### config.mk
export PLATFORM = sky130hd
export DESIGN_NAME = instrument_serial_port
export DESIGN_NICKNAME = d
export VERILOG_FILES = /design/src/include/serial_port_pkg.sv /design/src/include/serial_link_if.sv /design/src/design/reply_rom.sv /design/src/design/serial_bit_engine.sv /design/src/design/instrument_serial_port.sv
export SDC_FILE = /design/constraint.sdc
export NUM_CORES = 1
export LEC_CHECK = 0
export BUFFER_PORTS_ARGS = -buffer_cell sky130_fd_sc_hd__buf_2
export CORE_AREA = 2 2 193 119
export DETAILED_ROUTE_END_ITERATION = 8
export DIE_AREA = 0 0 195 121
export PLACE_DENSITY = 0.62
export SYNTH_ARGS = -nofsm -noshare
export SYNTH_HDL_FRONTEND = slang
export SYNTH_SLANG_ARGS = --single-unit
### constraint.sdc
create_clock -name CLOCK -period 3.95 [get_ports CLOCK]
set_input_delay 0.79 -clock CLOCK [delete_from_list [all_inputs] [get_ports CLOCK]]
set_output_delay 0.79 -clock CLOCK [all_outputs]
set_load 0.01 [all_outputs]
### src/include/serial_port_pkg.sv
// constants, types and helpers shared by the serial port design files
package serial_port_pkg;

  ////////////////////////////////////////////////////////////////////////////////
  // clock and bit timing
  localparam int          CLOCK_HZ      = 100_000_000;
  localparam int          DEFAULT_BAUD  = 9600;
  localparam logic [15:0] DIV_DEFAULT   = 16'(CLOCK_HZ / DEFAULT_BAUD);
  localparam logic [15:0] DIV_MIN       = 16'h0010;
  localparam logic [2:0]  LAST_DATA_BIT = 3'h7;

  ////////////////////////////////////////////////////////////////////////////////
  // register byte offsets and fields
  localparam logic [7:0]  ADDR_CTRL     = 8'h00;
  localparam logic [7:0]  ADDR_BAUD     = 8'h04;
  localparam logic [7:0]  ADDR_STATUS   = 8'h08;
  localparam logic [7:0]  ADDR_TXDATA   = 8'h0c;
  localparam logic [7:0]  ADDR_RXLAST   = 8'h10;
  localparam int          CTRL_ECHO_BIT = 0;
  localparam logic        ECHO_DEFAULT  = 1'b0;
  localparam int          ST_RTS        = 0;
  localparam int          ST_TX_BUSY    = 1;
  localparam int          ST_REPLY      = 2;
  localparam int          ST_SOFT_PEND  = 3;
  localparam int          ST_FRAME_ERR  = 4;
  localparam int          ST_OVERRUN    = 5;
  localparam logic [31:0] WORD_ZERO     = 32'h0000_0000;

  ////////////////////////////////////////////////////////////////////////////////
  // characters, command lines and reply text
  localparam logic [7:0]   CHAR_LF    = 8'h0a;
  localparam logic [7:0]   CHAR_CR    = 8'h0d;
  localparam logic [39:0]  CMD_IDN    = "*IDN?";
  localparam logic [39:0]  CMD_RST    = {8'h00, "*RST"};
  localparam logic [2:0]   IDN_LEN    = 3'h5;
  localparam logic [2:0]   RST_LEN    = 3'h4;
  localparam logic [2:0]   MATCH_FAIL = 3'h7;
  // reply text values are arbitrary
  localparam logic [231:0] REPLY_TEXT = "NONAME,MODEL1,SN000000,FW0.0\n";
  localparam logic [4:0]   REPLY_LAST = 5'h1c;

  ////////////////////////////////////////////////////////////////////////////////
  // state types
  typedef enum logic [1:0] {TX_IDLE, TX_START, TX_DATA, TX_STOP} tx_state_type;
  typedef enum logic [1:0] {RX_IDLE, RX_START, RX_DATA, RX_STOP} rx_state_type;
  typedef enum logic [1:0] {REPLY_IDLE, REPLY_WAIT, REPLY_SEND} reply_state_type;

  ////////////////////////////////////////////////////////////////////////////////
  // helpers
  function automatic logic [15:0] bit_reload(input logic [15:0] div);
    return 16'(div - 16'h0001);
  endfunction : bit_reload

  function automatic logic [2:0] match_step(input logic [39:0] text, input logic [2:0] len,
                                            input logic [2:0] pos, input logic [7:0] c);
    logic [2:0] idx;
    logic [5:0] base;
    idx  = 3'(len - pos - 3'h1);
    base = {idx, 3'b000};
    if (pos >= len) return MATCH_FAIL;
    else if (text[base +: 8] == c) return 3'(pos + 3'h1);
    else return MATCH_FAIL;
  endfunction : match_step

endpackage : serial_port_pkg

### src/include/serial_link_if.sv
// signals between the port core, its bit engine and its reply memory
`timescale 1ns/10ps
interface serial_link_if;
  logic [15:0] divisor;
  logic        tx_start;
  logic [7:0]  tx_byte;
  logic        tx_busy;
  logic        rx_valid;
  logic [7:0]  rx_byte;
  logic        rx_error;
  logic [4:0]  rom_addr;
  logic [7:0]  rom_data;

  modport core   (output divisor, tx_start, tx_byte, rom_addr,
                  input  tx_busy, rx_valid, rx_byte, rx_error, rom_data);
  modport engine (input  divisor, tx_start, tx_byte,
                  output tx_busy, rx_valid, rx_byte, rx_error);
  modport rom    (input  rom_addr, output rom_data);
endinterface : serial_link_if

### src/design/reply_rom.sv
// identification reply text memory with registered read data
`timescale 1ns/10ps
module reply_rom
  import serial_port_pkg::*;
(
  // clock
  input wire logic   clock,
  // read port
  serial_link_if.rom link
);

  logic [4:0] idx;
  logic [7:0] base;

  always_comb begin
    idx  = 5'(REPLY_LAST - link.rom_addr);
    base = {idx, 3'b000};
  end

  always_ff @(posedge clock) begin
    link.rom_data <= REPLY_TEXT[base +: 8];
  end

endmodule : reply_rom

### src/design/serial_bit_engine.sv
// character framing: transmit serialiser and receive sampler
`timescale 1ns/10ps
module serial_bit_engine
  import serial_port_pkg::*;
(
  // clock and reset
  input  wire logic     clock,
  input  wire logic     rst,
  // serial line
  input  wire logic     rxd,
  output logic          txd,
  // core side
  serial_link_if.engine link
);

  tx_state_type tx_state;
  logic [15:0]  tx_count;
  logic [2:0]   tx_bit;
  logic [7:0]   tx_shift;
  rx_state_type rx_state;
  logic [15:0]  rx_count;
  logic [2:0]   rx_bit;
  logic [7:0]   rx_shift;

  assign link.tx_busy = (tx_state != TX_IDLE);

  ////////////////////////////////////////////////////////////////////////////////
  // transmit: start, eight data bits lsb first, one stop bit
  always_ff @(posedge clock) begin
    if (rst) begin
      tx_state <= TX_IDLE;
      txd      <= 1'b1;
      tx_count <= 16'h0000;
      tx_bit   <= 3'h0;
      tx_shift <= 8'h00;
    end else begin
      case (tx_state)
        TX_IDLE: begin
          txd <= 1'b1;
          if (link.tx_start) begin
            tx_shift <= link.tx_byte;
            txd      <= 1'b0;
            tx_count <= bit_reload(link.divisor);
            tx_state <= TX_START;
          end
        end
        TX_START: begin
          if (tx_count == 16'h0000) begin
            txd      <= tx_shift[0];
            tx_bit   <= 3'h0;
            tx_count <= bit_reload(link.divisor);
            tx_state <= TX_DATA;
          end else tx_count <= 16'(tx_count - 16'h0001);
        end
        TX_DATA: begin
          if (tx_count == 16'h0000) begin
            tx_count <= bit_reload(link.divisor);
            if (tx_bit == LAST_DATA_BIT) begin
              txd      <= 1'b1;
              tx_state <= TX_STOP;
            end else begin
              tx_shift <= {1'b0, tx_shift[7:1]};
              txd      <= tx_shift[1];
              tx_bit   <= 3'(tx_bit + 3'h1);
            end
          end else tx_count <= 16'(tx_count - 16'h0001);
        end
        TX_STOP: begin
          if (tx_count == 16'h0000) tx_state <= TX_IDLE;
          else tx_count <= 16'(tx_count - 16'h0001);
        end
        default: tx_state <= TX_IDLE;
      endcase
    end
  end

  ////////////////////////////////////////////////////////////////////////////////
  // receive: mid-bit sampling, stop bit checked, no parity slot
  always_ff @(posedge clock) begin
    if (rst) begin
      rx_state      <= RX_IDLE;
      rx_count      <= 16'h0000;
      rx_bit        <= 3'h0;
      rx_shift      <= 8'h00;
      link.rx_valid <= 1'b0;
      link.rx_error <= 1'b0;
      link.rx_byte  <= 8'h00;
    end else begin
      link.rx_valid <= 1'b0;
      link.rx_error <= 1'b0;
      case (rx_state)
        RX_IDLE: begin
          if (!rxd) begin
            rx_count <= {1'b0, link.divisor[15:1]};
            rx_state <= RX_START;
          end
        end
        RX_START: begin
          if (rx_count == 16'h0000) begin
            rx_count <= bit_reload(link.divisor);
            rx_bit   <= 3'h0;
            rx_state <= rxd ? RX_IDLE : RX_DATA;
          end else rx_count <= 16'(rx_count - 16'h0001);
        end
        RX_DATA: begin
          if (rx_count == 16'h0000) begin
            rx_shift <= {rxd, rx_shift[7:1]};
            rx_count <= bit_reload(link.divisor);
            if (rx_bit == LAST_DATA_BIT) rx_state <= RX_STOP;
            else rx_bit <= 3'(rx_bit + 3'h1);
          end else rx_count <= 16'(rx_count - 16'h0001);
        end
        RX_STOP: begin
          if (rx_count == 16'h0000) begin
            link.rx_valid <= rxd;
            link.rx_error <= !rxd;
            link.rx_byte  <= rx_shift;
            rx_state      <= RX_IDLE;
          end else rx_count <= 16'(rx_count - 16'h0001);
        end
        default: rx_state <= RX_IDLE;
      endcase
    end
  end

endmodule : serial_bit_engine

### src/design/instrument_serial_port.sv
// serial command port: bus registers, command parser, reply, echo and flow control
//
// The AHB-Lite register port and the placing of the registers were decided locally.
`timescale 1ns/10ps
module instrument_serial_port
  import serial_port_pkg::*;
(
  // clock and reset
  input  wire logic        CLOCK,
  input  wire logic        RST,
  // ahb-lite slave
  input  wire logic        HSEL,
  input  wire logic [31:0] HADDR,
  input  wire logic [1:0]  HTRANS,
  input  wire logic        HWRITE,
  input  wire logic [2:0]  HSIZE,
  input  wire logic [31:0] HWDATA,
  input  wire logic        HREADY,
  output logic      [31:0] HRDATA,
  output logic             HREADYOUT,
  output logic             HRESP,
  // serial line
  input  wire logic        RXD,
  output logic             TXD,
  output logic             RTS
);

  serial_link_if link ();

  logic            take;
  logic            wr_pending;
  logic            rd_pending;
  logic [7:0]      addr_q;
  logic [31:0]     read_word;
  logic            wr_ctrl;
  logic            wr_baud;
  logic            wr_status;
  logic            wr_txdata;
  logic            echo_on;
  logic [15:0]     divisor;
  logic            frame_err;
  logic            overrun;
  logic            overrun_event;
  logic [7:0]      rx_last;
  logic [2:0]      idn_pos;
  logic [2:0]      rst_pos;
  logic            start_reply;
  logic            cmd_reset;
  reply_state_type reply_state;
  logic [4:0]      reply_addr;
  logic            echo_pending;
  logic [7:0]      echo_byte;
  logic            soft_pending;
  logic [7:0]      soft_byte;
  logic            tx_start;
  logic [7:0]      tx_byte;
  logic            can_issue;
  logic            grant_echo;
  logic            grant_reply;
  logic            grant_soft;

  ////////////////////////////////////////////////////////////////////////////////
  // submodules

  serial_bit_engine u_engine (
    .clock (CLOCK),
    .rst   (RST),
    .rxd   (RXD),
    .txd   (TXD),
    .link  (link)
  );

  reply_rom u_rom (
    .clock (CLOCK),
    .link  (link)
  );

  assign link.divisor  = divisor;
  assign link.tx_start = tx_start;
  assign link.tx_byte  = tx_byte;
  assign link.rom_addr = reply_addr;

  ////////////////////////////////////////////////////////////////////////////////
  // ahb-lite slave: writes without wait, reads with one wait state

  assign take = HSEL & HTRANS[1] & HREADY;

  always_ff @(posedge CLOCK) begin
    if (RST) begin
      wr_pending <= 1'b0;
      rd_pending <= 1'b0;
      addr_q     <= 8'h00;
      HREADYOUT  <= 1'b1;
      HRDATA     <= WORD_ZERO;
      HRESP      <= 1'b0;
    end else begin
      HRESP      <= 1'b0;
      wr_pending <= take & HWRITE;
      rd_pending <= take & !HWRITE;
      if (take) addr_q <= HADDR[7:0];
      HREADYOUT <= !(take & !HWRITE);
      if (rd_pending) HRDATA <= read_word;
    end
  end

  assign wr_ctrl   = wr_pending & (addr_q == ADDR_CTRL);
  assign wr_baud   = wr_pending & (addr_q == ADDR_BAUD);
  assign wr_status = wr_pending & (addr_q == ADDR_STATUS);
  assign wr_txdata = wr_pending & (addr_q == ADDR_TXDATA);

  always_comb begin
    read_word = WORD_ZERO;
    case (addr_q)
      ADDR_CTRL:   read_word[CTRL_ECHO_BIT] = echo_on;
      ADDR_BAUD:   read_word[15:0] = divisor;
      ADDR_STATUS: begin
        read_word[ST_RTS]       = RTS;
        read_word[ST_TX_BUSY]   = link.tx_busy;
        read_word[ST_REPLY]     = (reply_state != REPLY_IDLE);
        read_word[ST_SOFT_PEND] = soft_pending;
        read_word[ST_FRAME_ERR] = frame_err;
        read_word[ST_OVERRUN]   = overrun;
      end
      ADDR_TXDATA: read_word[7:0] = soft_byte;
      ADDR_RXLAST: read_word[7:0] = rx_last;
      default:     read_word = WORD_ZERO;
    endcase
  end

  ////////////////////////////////////////////////////////////////////////////////
  // settings: echo and bit divisor, restored by reset or reset command

  always_ff @(posedge CLOCK) begin
    if (RST || cmd_reset) begin
      echo_on <= ECHO_DEFAULT;
      divisor <= DIV_DEFAULT;
    end else begin
      if (wr_ctrl) echo_on <= HWDATA[CTRL_ECHO_BIT];
      if (wr_baud) begin
        divisor <= (HWDATA[15:0] < DIV_MIN) ? DIV_MIN : HWDATA[15:0];
      end
    end
  end

  ////////////////////////////////////////////////////////////////////////////////
  // sticky status flags: a new event wins over a clear in the same cycle

  always_ff @(posedge CLOCK) begin
    if (RST) begin
      frame_err <= 1'b0;
    end else begin
      frame_err <= link.rx_error | (frame_err & !(wr_status & HWDATA[ST_FRAME_ERR]));
    end
  end

  always_ff @(posedge CLOCK) begin
    if (RST) begin
      overrun <= 1'b0;
    end else begin
      overrun <= overrun_event | (overrun & !(wr_status & HWDATA[ST_OVERRUN]));
    end
  end

  always_ff @(posedge CLOCK) begin
    if (RST) rx_last <= 8'h00;
    else if (link.rx_valid) rx_last <= link.rx_byte;
  end

  ////////////////////////////////////////////////////////////////////////////////
  // command parser: lines end at line feed, carriage return skipped

  always_ff @(posedge CLOCK) begin
    if (RST) begin
      idn_pos     <= 3'h0;
      rst_pos     <= 3'h0;
      start_reply <= 1'b0;
      cmd_reset   <= 1'b0;
    end else begin
      start_reply <= 1'b0;
      cmd_reset   <= 1'b0;
      if (link.rx_valid) begin
        if (link.rx_byte == CHAR_LF) begin
          start_reply <= (idn_pos == IDN_LEN);
          cmd_reset   <= (rst_pos == RST_LEN);
          idn_pos     <= 3'h0;
          rst_pos     <= 3'h0;
        end else if (link.rx_byte != CHAR_CR) begin
          // flow-control characters take this path like any other text
          idn_pos <= match_step(CMD_IDN, IDN_LEN, idn_pos, link.rx_byte);
          rst_pos <= match_step(CMD_RST, RST_LEN, rst_pos, link.rx_byte);
        end
      end
    end
  end

  ////////////////////////////////////////////////////////////////////////////////
  // identification reply streamed from the reply memory

  always_ff @(posedge CLOCK) begin
    if (RST) begin
      reply_state <= REPLY_IDLE;
      reply_addr  <= 5'h00;
    end else begin
      case (reply_state)
        REPLY_IDLE: begin
          if (start_reply) begin
            reply_addr  <= 5'h00;
            reply_state <= REPLY_WAIT;
          end
        end
        REPLY_WAIT: reply_state <= REPLY_SEND;
        REPLY_SEND: begin
          if (grant_reply) begin
            if (reply_addr == REPLY_LAST) begin
              reply_state <= REPLY_IDLE;
            end else begin
              reply_addr  <= 5'(reply_addr + 5'h01);
              reply_state <= REPLY_WAIT;
            end
          end
        end
        default: reply_state <= REPLY_IDLE;
      endcase
    end
  end

  ////////////////////////////////////////////////////////////////////////////////
  // echo holding byte and software transmit byte

  assign overrun_event = link.rx_valid & echo_on & echo_pending & !grant_echo;

  always_ff @(posedge CLOCK) begin
    if (RST) begin
      echo_pending <= 1'b0;
      echo_byte    <= 8'h00;
    end else begin
      if (link.rx_valid && echo_on) begin
        echo_pending <= 1'b1;
        echo_byte    <= link.rx_byte;
      end else if (grant_echo) begin
        echo_pending <= 1'b0;
      end
    end
  end

  always_ff @(posedge CLOCK) begin
    if (RST) begin
      soft_pending <= 1'b0;
      soft_byte    <= 8'h00;
    end else begin
      if (wr_txdata && !soft_pending) begin
        soft_pending <= 1'b1;
        soft_byte    <= HWDATA[7:0];
      end else if (grant_soft) begin
        soft_pending <= 1'b0;
      end
    end
  end

  ////////////////////////////////////////////////////////////////////////////////
  // transmit arbitration: echo, then reply, then software; no cts gating

  assign can_issue   = !link.tx_busy & !tx_start;
  assign grant_echo  = can_issue & echo_pending;
  assign grant_reply = can_issue & !echo_pending & (reply_state == REPLY_SEND);
  assign grant_soft  = can_issue & !echo_pending & (reply_state != REPLY_SEND)
                       & soft_pending;

  always_ff @(posedge CLOCK) begin
    if (RST) begin
      tx_start <= 1'b0;
      tx_byte  <= 8'h00;
    end else begin
      tx_start <= grant_echo | grant_reply | grant_soft;
      if (grant_echo) tx_byte <= echo_byte;
      else if (grant_reply) tx_byte <= link.rom_data;
      else if (grant_soft) tx_byte <= soft_byte;
    end
  end

  ////////////////////////////////////////////////////////////////////////////////
  // flow control: rts high while another character can be taken

  always_ff @(posedge CLOCK) begin
    if (RST) begin
      RTS <= 1'b0;
    end else begin
      // the host is relied on to pause while this is low
      RTS <= (reply_state == REPLY_IDLE) & !start_reply & !echo_pending;
    end
  end

endmodule : instrument_serial_port

==> results of run 1 <==
## kinds of logic after synthesis
kind of cell / after synthesis / share of synthesized area
multiplexers: 39 / 0.0420
XOR/XNOR: 41 / 0.0386
AND/OR/NAND/NOR: 440 / 0.228
flip-flops: 173 / 0.372
buffers and inverters: 133 / 0.0633
other: 1 / 0.000403
adder cells (fa/ha/maj): 36 / 0.0484
AO/OA/AOI/OAI: 287 / 0.207
## state kept, by name, summed over array words and instances, names as in the netlist, 5 cells and up
| name | count |
|---|---|
| u_engine.rx_shift | 8 |
| link.tx_byte | 8 |
| soft_byte | 8 |
| u_engine.link.rx_byte | 8 |
| addr_q | 8 |
| link.rom_addr | 5 |
| HRDATA | 16 |
| u_rom.link.rom_data | 7 |
| u_engine.tx_shift | 8 |
| divisor | 16 |
| u_engine.tx_count | 16 |
| rx_last | 8 |
| echo_byte | 8 |
| u_engine.rx_count | 16 |
## path summary, 6_finish.rpt
path                   startpoint                    to  slack, ns  depth (start not counted)
max          u_engine.rx_count[8]  u_engine.rx_count[1]       0.98                          7
min                     HRDATA[1]             HRDATA[1]       0.45                          1
max reg2reg  u_engine.rx_count[8]  u_engine.rx_count[1]       0.98                          7
min reg2reg             HRDATA[1]             HRDATA[1]       0.45                          1
## per-stage QoR
step	worst slack [ns]	instance area, sq um
5_1_grt	0.884	10200
3_3_place_gp	1.10	9640
6_report	0.981	10200
2_1_floorplan	1.49	9370
3_5_place_dp	1.10	9640
4_1_cts	1.08	10200
## final cells by class
cell class,count,area (sq um)
Clock inverter,11,93.8
Fill cell,2120,11600
Inverter,37,139
Sequential cell,173,3460
Tap cell,286,358
Timing Repair Buffer,63,365
Clock buffer,21,450
Multi-Input combinational cell,860,5320
## layout by cell type (no fill, tap or decap), types with 7 or more instances in the layout
cell | netlist | layout
nand4_1 | 7 | 7
buf_2 | 3 | 48
a21oi_1 | 109 | 109
nor3_1 | 26 | 26
mux2i_1 | 39 | 39
o211ai_1 | 14 | 14
and3_1 | 9 | 9
inv_1 | 37 | 37
xor2_1 | 23 | 23
conb_1 | 1 | 17
a211oi_1 | 20 | 20
nor4_1 | 18 | 18
buf_4 | 17 | 14
o21ai_0 | 36 | 36
nor2_1 | 115 | 115
a21o_1 | 8 | 8
dfxtp_1 | 173 | 173
or4_1 | 8 | 8
a31oi_1 | 7 | 7
a32o_1 | 7 | 7
nand3_1 | 55 | 55
o221ai_1 | 10 | 10
ha_1 | 36 | 36
nand2_1 | 135 | 135
xnor2_1 | 18 | 18
clkbuf_16 | 0 | 17
nand2b_1 | 19 | 19
## worst max-delay path, stage by stage, from the launching register on
cell and delay (ns):
dfxtp_1 0.38, nor4_1 0.75, nand4_1 0.39, a21oi_1 0.67, buf_4 0.28, o221ai_1 0.12, o211ai_1 0.15, a21oi_1 0.10
## routing by layer
metal,track usage,vias to the layer above,wire (um)
met4,0.0510,0,256
met3,0.0539,25,2020
met2,0.293,260,9920
li1,-,4093,-
met5,0,-,0
met1,0.345,3947,13300
## report_power, final
group | internal [uW] | switching (uW) | total (uW)
Sequential | 1900 | 175 | 2070
Combinational | 718 | 1330 | 2050
Clock | 882 | 721 | 1600
==> impl_metrics.ini, run 1 <==
[run_status]
result_of_the_run = finished clean

[place]
routabilityCongestion = 0.881
placement.io_buffers = 49
dpl.hpwl_um = 18400
dp_cells = 1419

[layout]
flow.area_growth_from_synthesis_pct = 9.49
final_instance_count_without_filler_cells = 1451
design.final.nets = 1263
post_route_cells_drive_above_1_share = 0.0970
fin_util = 0.468
antenna_cells = 0

[worst_setup_path]
worst-endpoint-arrival_ns = 3.28
worst-path-max-fanout = 8
worstSetupEndpointType = flip-flop
critPathLaunchType = flip-flop
path_class = flip-flop to flip-flop
worstPathRequired_ns = 4.26

[run]
cap_violations = 0

[cts]
cts-root-to-sink-buffers = 2
postCtsResizedCells = 0
ctsRootBufferMaster = clkbuf_16
clock_pin_slew_on_the_worst_setup_and_hold_paths_ns = 0.07
cts_tree = built
clkLatencyLatePin_ns = 0.43
cts_hold_buffers = 0
cts_h_tree_lvls = 4
cts_made_buffers = 17
cts_setup_buffers = 0
tritoncts_num_sinks = 173

[routing]
post_drt_via_cell_ratio = 5.74
route.antenna.remaining_nets = 0
drt_pre_antenna_iters = 6
wire_per_inst_um = 17.6
via_count = 8325
route.detailed.drc = 0
initialDrtViolationCount = 847
totalWireLength_um = 25500

[floorplanning]
design.core.area_sq_mm = 0.0218
initial_utilization = 0.428
io_pins = 111
die_x_extent_um = 195
rows = 42
fp.dieArea_sq_mm = 0.0236
floorplan.die.height_um = 121

[global_routing]
wire_length_of_the_first_global_routing_pass_um = 40700
pin_count_of_the_biggest_net_entering_global_routing = 75
grtUsageTotal = 0.220
gr-total-overflow = 0
antenna_found_initial = 0
grt_pass1_vias = 7466

[sta]
timing_max_transition_violations_final = 0
finalClockSkew_ns = 0.00873
worst_hold_check_slack_ns = 0.446
setup_total_negative_slack_ns = 0
fmax_ghz = 0.337
final.min_clock_period_ns = 2.97
timing.final.setup_violations = 0
finalCritPeriodShare = 0.752
max_slew.worst_pin.slew_ns = 1.18
setup_repair_after_global_routing_missed_its_margin = no
final_hold_viol_count = 0
timing.slew.headroom = 0.204

[yosys]
cells_taking_the_most_area_after_synthesis = dfxtp_1 (37%), a21oi_1 (5.9%), nand2_1 (5.4%)
synthDominantCellAreaShare = 0.372
synthMostInstantiatedCell = dfxtp_1
synth.ff_latch_count = 173
avgSynthCellArea_sq_um = 8.09
synth_flop_cell = dfxtp_1
syn-instance-count = 1150
post_synth_most_frequent_cells = dfxtp_1 (173), nand2_1 (135), nor2_1 (115)
post_synth_num_cell_types = 78
synthesis.area_sq_mm = 0.00931
synth-edff-count = 0
synth.yosys.warnings = 0
postSynth.asyncResetShare = 0
synth.largest_area_cell = dfxtp_1
synth_seq_area_share = 0.372

[pwr]
leakage_uw = 0.00374
design_power_total_uw = 5730
cellPowerDensity_mw_per_mm2 = 562
ir_worst_vdd_uv = 307

[hold_path]
min_path_type = flip-flop to flip-flop
No activity file was read; power rests on OpenSTA's default activity.
==> inputs of run 2 (changes only) <==
--- a/config.mk
+++ b/config.mk
@@ -9,7 +9,7 @@
 export CORE_AREA = 2 2 193 119
 export DETAILED_ROUTE_END_ITERATION = 8
 export DIE_AREA = 0 0 195 121
-export PLACE_DENSITY = 0.62
+export PLACE_DENSITY = 0.64
 export SYNTH_ARGS = -nofsm -noshare
 export SYNTH_HDL_FRONTEND = slang
 export SYNTH_SLANG_ARGS = --single-unit
==> constraint.sdc (replaced) <==
create_clock -name CLOCK -period 2.6 [get_ports CLOCK]
set_input_delay 0.52 -clock CLOCK [delete_from_list [all_inputs] [get_ports CLOCK]]
set_output_delay 0.52 -clock CLOCK [all_outputs]
set_load 0.01 [all_outputs]
==> run 2 against run 1 <==
Effect of this change: cell count is 2.9% higher; non-clock buffer count is 42 higher; critical path depth stayed put; critical endpoint is now u_engine.rx_count[12].
==> impl_metrics.ini, run 2 (same netlist as run 1, synthesis figures left out) <==
[pwr]
cellPowerDensity_mw_per_mm2 = 867
power.share.switching = 0.383
ir_worst_vdd_uv = 682
power.switching_uw = 3540
leakage_uw = 0.00398
comb_power_share = 0.376
clock_power_share = 0.283
power.sequential.fraction = 0.340
internal-power_uw = 5690

[worst_setup_path]
path_class = flip-flop to flip-flop
critPathLaunchType = flip-flop
path_cells = inv_1 > ha_1 > or4b_2 > nor4_1 > xnor2_1 > a2111o_1 > a311oi_1
critical-path-max-stage-delay_ns = 0.63
timing.critical_path.depth = 7
worst-endpoint-arrival_ns = 2.89
crit_path_buffers_inverters = 1
path_delay_family = simple AND/OR/NAND/NOR gates
critPathSlowestCell = or4b_2
worstPathRequired_ns = 2.95
register_to_register_path_setup_slack_ns = 0.06
rr_worst_depth = 7
worst-path-max-fanout = 5
worstSetupEndpointType = flip-flop

[place]
routabilityCongestion = 0.917
total_cell_area_at_the_placement_stage_sq_mm = 0.00998
dpl.hpwl_um = 18900
placement.io_buffers = 49
dp_worst_setup_slack_ns = 0.137

[routing]
route.detailed.drc = 0
route.layer.met1.wl_um = 13300
totalWireLength_um = 26200
route.antenna.remaining_nets = 0
post_drt_via_cell_ratio = 5.70
wl_met2_um = 10300
dr.max_layer_used = met4
initialDrtViolationCount = 890
route.met3.wl_um = 2160
wire_per_inst_um = 17.5
via_count = 8511
drt_pre_antenna_iters = 5

[cts]
cts_made_buffers = 17
clkLatencyLatePin_ns = 0.45
cts-root-to-sink-buffers = 2
clock_pin_slew_on_the_worst_setup_and_hold_paths_ns = 0.07
ctsRootBufferMaster = clkbuf_16
tritoncts_num_sinks = 173
cts_tree = built
cts_hold_buffers = 0
cts_h_tree_lvls = 4

[hold_path]
hold-path-cell-count = 2
min_path_type = input pin to flip-flop

[sta]
final_hold_viol_count = 0
finalClockSkew_ns = 0.0150
worst_hold_check_slack_ns = 0.265
finalCritPeriodShare = 0.977
max_slew.worst_pin.slew_ns = 1.17
timing_max_transition_violations_final = 0
setup_slack_after_layout_ns = 0.0609
final.min_clock_period_ns = 2.54
fmax_ghz = 0.394
timing.final.setup_violations = 0
setup_total_negative_slack_ns = 0
timing.slew.headroom = 0.212
setup_repair_after_global_routing_missed_its_margin = yes

[floorplanning]
design.core.area_sq_mm = 0.0218
floorplan.die.height_um = 121
initial_utilization = 0.428
die_x_extent_um = 195
io_pins = 111
rows = 42
fp.dieArea_sq_mm = 0.0236

[run]
cap_violations = 0

[layout]
antenna_cells = 0
most_used_cells_in_the_layout_excluding_fill_and_tap_cells = dfxtp_1 (173), nand2_1 (135), nor2_1 (114), a21oi_1 (109), nand3_1 (55)
layout.cells.most_common = dfxtp_1
post-route-cell-area_sq_mm = 0.0106
flow.area_growth_from_synthesis_pct = 14.4
post_route_cells_drive_above_1_share = 0.138
multi_input_comb_area_sq_mm = 0.00538
fillers = 2117
ff_latch_area_sq_mm = 0.00346
design.final.nets = 1305

[global_routing]
grt_pass1_vias = 7649
antenna_found_initial = 0
grtUsageTotal = 0.226
wire_length_of_the_first_global_routing_pass_um = 41800
gr-total-overflow = 0
pin_count_of_the_biggest_net_entering_global_routing = 93

[run_status]
result_of_the_run = finished clean
## run 2: final cells by class
| type | instances | area share |
|---|---|---|
| flip-flops and latches | 173 | 0.325 |
| well taps | 286 | 0.0336 |
| multi-input cells | 860 | 0.506 |
| inverters | 37 | 0.0130 |
| clock inverters | 12 | 0.0129 |
| repair buffers | 105 | 0.0663 |
| clock buffers | 20 | 0.0429 |
## run 2: timing repair
action	in CTS	in global routing
setup buffers	0	0
gates resized for setup	0	11
setup endpoints to repair	0	15
## run 2: metrics by stage
step / std cells / utilization / power [uW]
2_1_floorplan: 1166 / - / 5670
4_1_cts: 1493 / 0.486 / 9180
5_1_grt: 1493 / 0.489 / 9750
6_report: 1493 / 0.489 / 9230
3_3_place_gp: 1461 / 0.459 / 6530
3_5_place_dp: 1461 / 0.459 / 6570
## run 2: final timing paths
check                                start               endpoint
worst max-delay path            divisor[0]  u_engine.rx_count[12]
worst min-delay path                HWRITE             rd_pending
worst max register to register  divisor[0]  u_engine.rx_count[12]
worst min register to register   HRDATA[5]              HRDATA[5]
## run 2: power groups by stage
stage               clock (uW)  combinational [uW]  sequential, uW
detailed placement           0                3390            3190
global route              2740                3820            3180
floorplan                    0                2570            3100
CTS                       2640                3420            3130
finish                    2620                3470            3140
global placement             0                3340            3190
## run 2: metal layers
metal,GRT usage,up-vias
met4,0.0582,0
met3,0.0606,30
met1,0.341,4012
li1,-,4182
met5,0,-
met2,0.313,287
==> inputs of run 3 (changes only) <==
--- a/config.mk
+++ b/config.mk
@@ -9,7 +9,7 @@
 export CORE_AREA = 2 2 193 119
 export DETAILED_ROUTE_END_ITERATION = 8
 export DIE_AREA = 0 0 195 121
-export PLACE_DENSITY = 0.64
+export PLACE_DENSITY = 0.62
 export SYNTH_ARGS = -nofsm -noshare
 export SYNTH_HDL_FRONTEND = slang
 export SYNTH_SLANG_ARGS = --single-unit
==> constraint.sdc (replaced) <==
create_clock -name CLOCK -period 3.3 [get_ports CLOCK]
set_input_delay 0.66 -clock CLOCK [delete_from_list [all_inputs] [get_ports CLOCK]]
set_output_delay 0.66 -clock CLOCK [all_outputs]
set_load 0.01 [all_outputs]
==> run 3 against run 2 <==
Effect of this change: non-clock buffer count down 26; sequential share of layout area rose by 0.86 points; clock skew decreased by 0.0079 ns; fmax is 9.6% lower; utilization decreased by 1.3 points; worst setup slack improved by 0.43 ns; count of clock-buffer cells in the layout grew 7; cell count shrank 1.7%; clock power decreased by 19%; global-route usage fell by 0.66 points; sequential power down 21%.
==> impl_metrics.ini, run 3 (same netlist as run 1, synthesis figures left out) <==
[layout]
flow.area_growth_from_synthesis_pct = 11.4
fillers = 2177
design.final.nets = 1279
post-route-cell-area_sq_mm = 0.0104
antenna_cells = 0
post_route_cells_drive_above_1_share = 0.108
most_used_cells_in_the_layout_excluding_fill_and_tap_cells = dfxtp_1 (173), nand2_1 (135), nor2_1 (115), a21oi_1 (109), nand3_1 (55)
final_instance_count_without_filler_cells = 1467
layout.cells.most_common = dfxtp_1

[cts]
cts_made_buffers = 17
tritoncts_num_sinks = 173
cts_h_tree_lvls = 4
cts_tree = built
clkLatencyLatePin_ns = 0.43
clock_pin_slew_on_the_worst_setup_and_hold_paths_ns = 0.06
cts_hold_buffers = 0
cts_setup_buffers = 0
ctsRootBufferMaster = clkbuf_16
cts-root-to-sink-buffers = 2
postCtsResizedCells = 0

[place]
placement.io_buffers = 49
dpl.hpwl_um = 18700
dp_worst_setup_slack_ns = 0.546
routabilityCongestion = 0.887
total_cell_area_at_the_placement_stage_sq_mm = 0.00975
dp_cells = 1435

[sta]
final_hold_viol_count = 0
final.min_clock_period_ns = 2.81
fmax_ghz = 0.356
timing.final.setup_violations = 0
timing_max_transition_violations_final = 0
finalCritPeriodShare = 0.851
finalClockSkew_ns = 0.00706
max_slew.worst_pin.slew_ns = 0.719
setup_repair_after_global_routing_missed_its_margin = no
timing.slew.headroom = 0.518
setup_slack_after_layout_ns = 0.491
setup_total_negative_slack_ns = 0

[routing]
totalWireLength_um = 25700
via_count = 8357
wire_per_inst_um = 17.5
route.detailed.drc = 0
route.antenna.remaining_nets = 0
initialDrtViolationCount = 862
post_drt_via_cell_ratio = 5.70
drt_pre_antenna_iters = 7

[global_routing]
gr-total-overflow = 0
grt_pass1_vias = 7326
wire_length_of_the_first_global_routing_pass_um = 40700
grtUsageTotal = 0.219
pin_count_of_the_biggest_net_entering_global_routing = 48
antenna_found_initial = 1

[floorplanning]
fp.dieArea_sq_mm = 0.0236
floorplan.die.height_um = 121
design.core.area_sq_mm = 0.0218
rows = 42
initial_utilization = 0.428
io_pins = 111
die_x_extent_um = 195

[run]
cap_violations = 0

[pwr]
cellPowerDensity_mw_per_mm2 = 688
ir_worst_vdd_uv = 403
design_power_total_uw = 7140
leakage_uw = 0.00384

[worst_setup_path]
worstSetupEndpointType = flip-flop
worstPathRequired_ns = 3.64
worst-path-max-fanout = 7
path_class = flip-flop to flip-flop
critPathLaunchType = flip-flop
worst-endpoint-arrival_ns = 3.14

[hold_path]
min_path_type = input pin to flip-flop

[run_status]
result_of_the_run = finished clean
[run 3: changes by cell type in the layout (fill, tap and decap cells not counted), sizes merged]
cell,delta
clkbuf,+7
clkinvlp,-1
bufinv,+1
inv,-1
clkinv,-6
buf,-26
[run 3: power breakdown]
part	switching, uW	internal (uW)	total (uW)
Sequential	203	2270	2470
Combinational	1620	922	2540
Clock	833	1290	2130
[run 3: worst paths after layout]
| kind | from | end | slack [ns] | depth (start not counted) |
|---|---|---|---|---|
| worst max register to register | divisor[6] | u_engine.rx_count[15] | 0.49 | 6 |
| worst min-delay path | HWRITE | rd_pending | 0.42 | 2 |
| worst max-delay path | divisor[6] | u_engine.rx_count[15] | 0.49 | 6 |
| worst min register to register | start_reply | RTS | 0.45 | 1 |
[run 3: area by class of cell]
class	instances	area (sq um)	share of cell area
Multi-Input combinational cell	860	5320	0.513
Sequential cell	173	3460	0.334
Clock buffer	27	513	0.0495
Timing Repair Buffer	79	473	0.0456
Tap cell	286	358	0.0345
Inverter	37	139	0.0134
Clock inverter	5	103	0.00990
[run 3: critical path, cell delays in order, from the launching register on]
cell and delay (ns):
dfxtp_1 0.39, or4_4 0.58, or4_4 0.54, nor4_4 0.24
xor2_1 0.49, a22oi_1 0.19, o41ai_2 0.28
[run 3: metal layers]
layer	wire [um]	share of wire	vias to the layer above	track usage
li1	-	-	4146	-
met2	9930	0.39	244	0.293
met5	0	0	-	0
met3	1930	0.075	17	0.0503
met4	204	0.0079	0	0.0491
met1	13600	0.53	3950	0.347
[run 3: per-stage QoR]
stage | hold WS (ns) | utilization
floorplan | 0.396 | -
global placement | 0.430 | 0.448
detailed placement | 0.437 | 0.448
CTS | 0.407 | 0.477
global route | 0.408 | 0.477
finish | 0.423 | 0.477
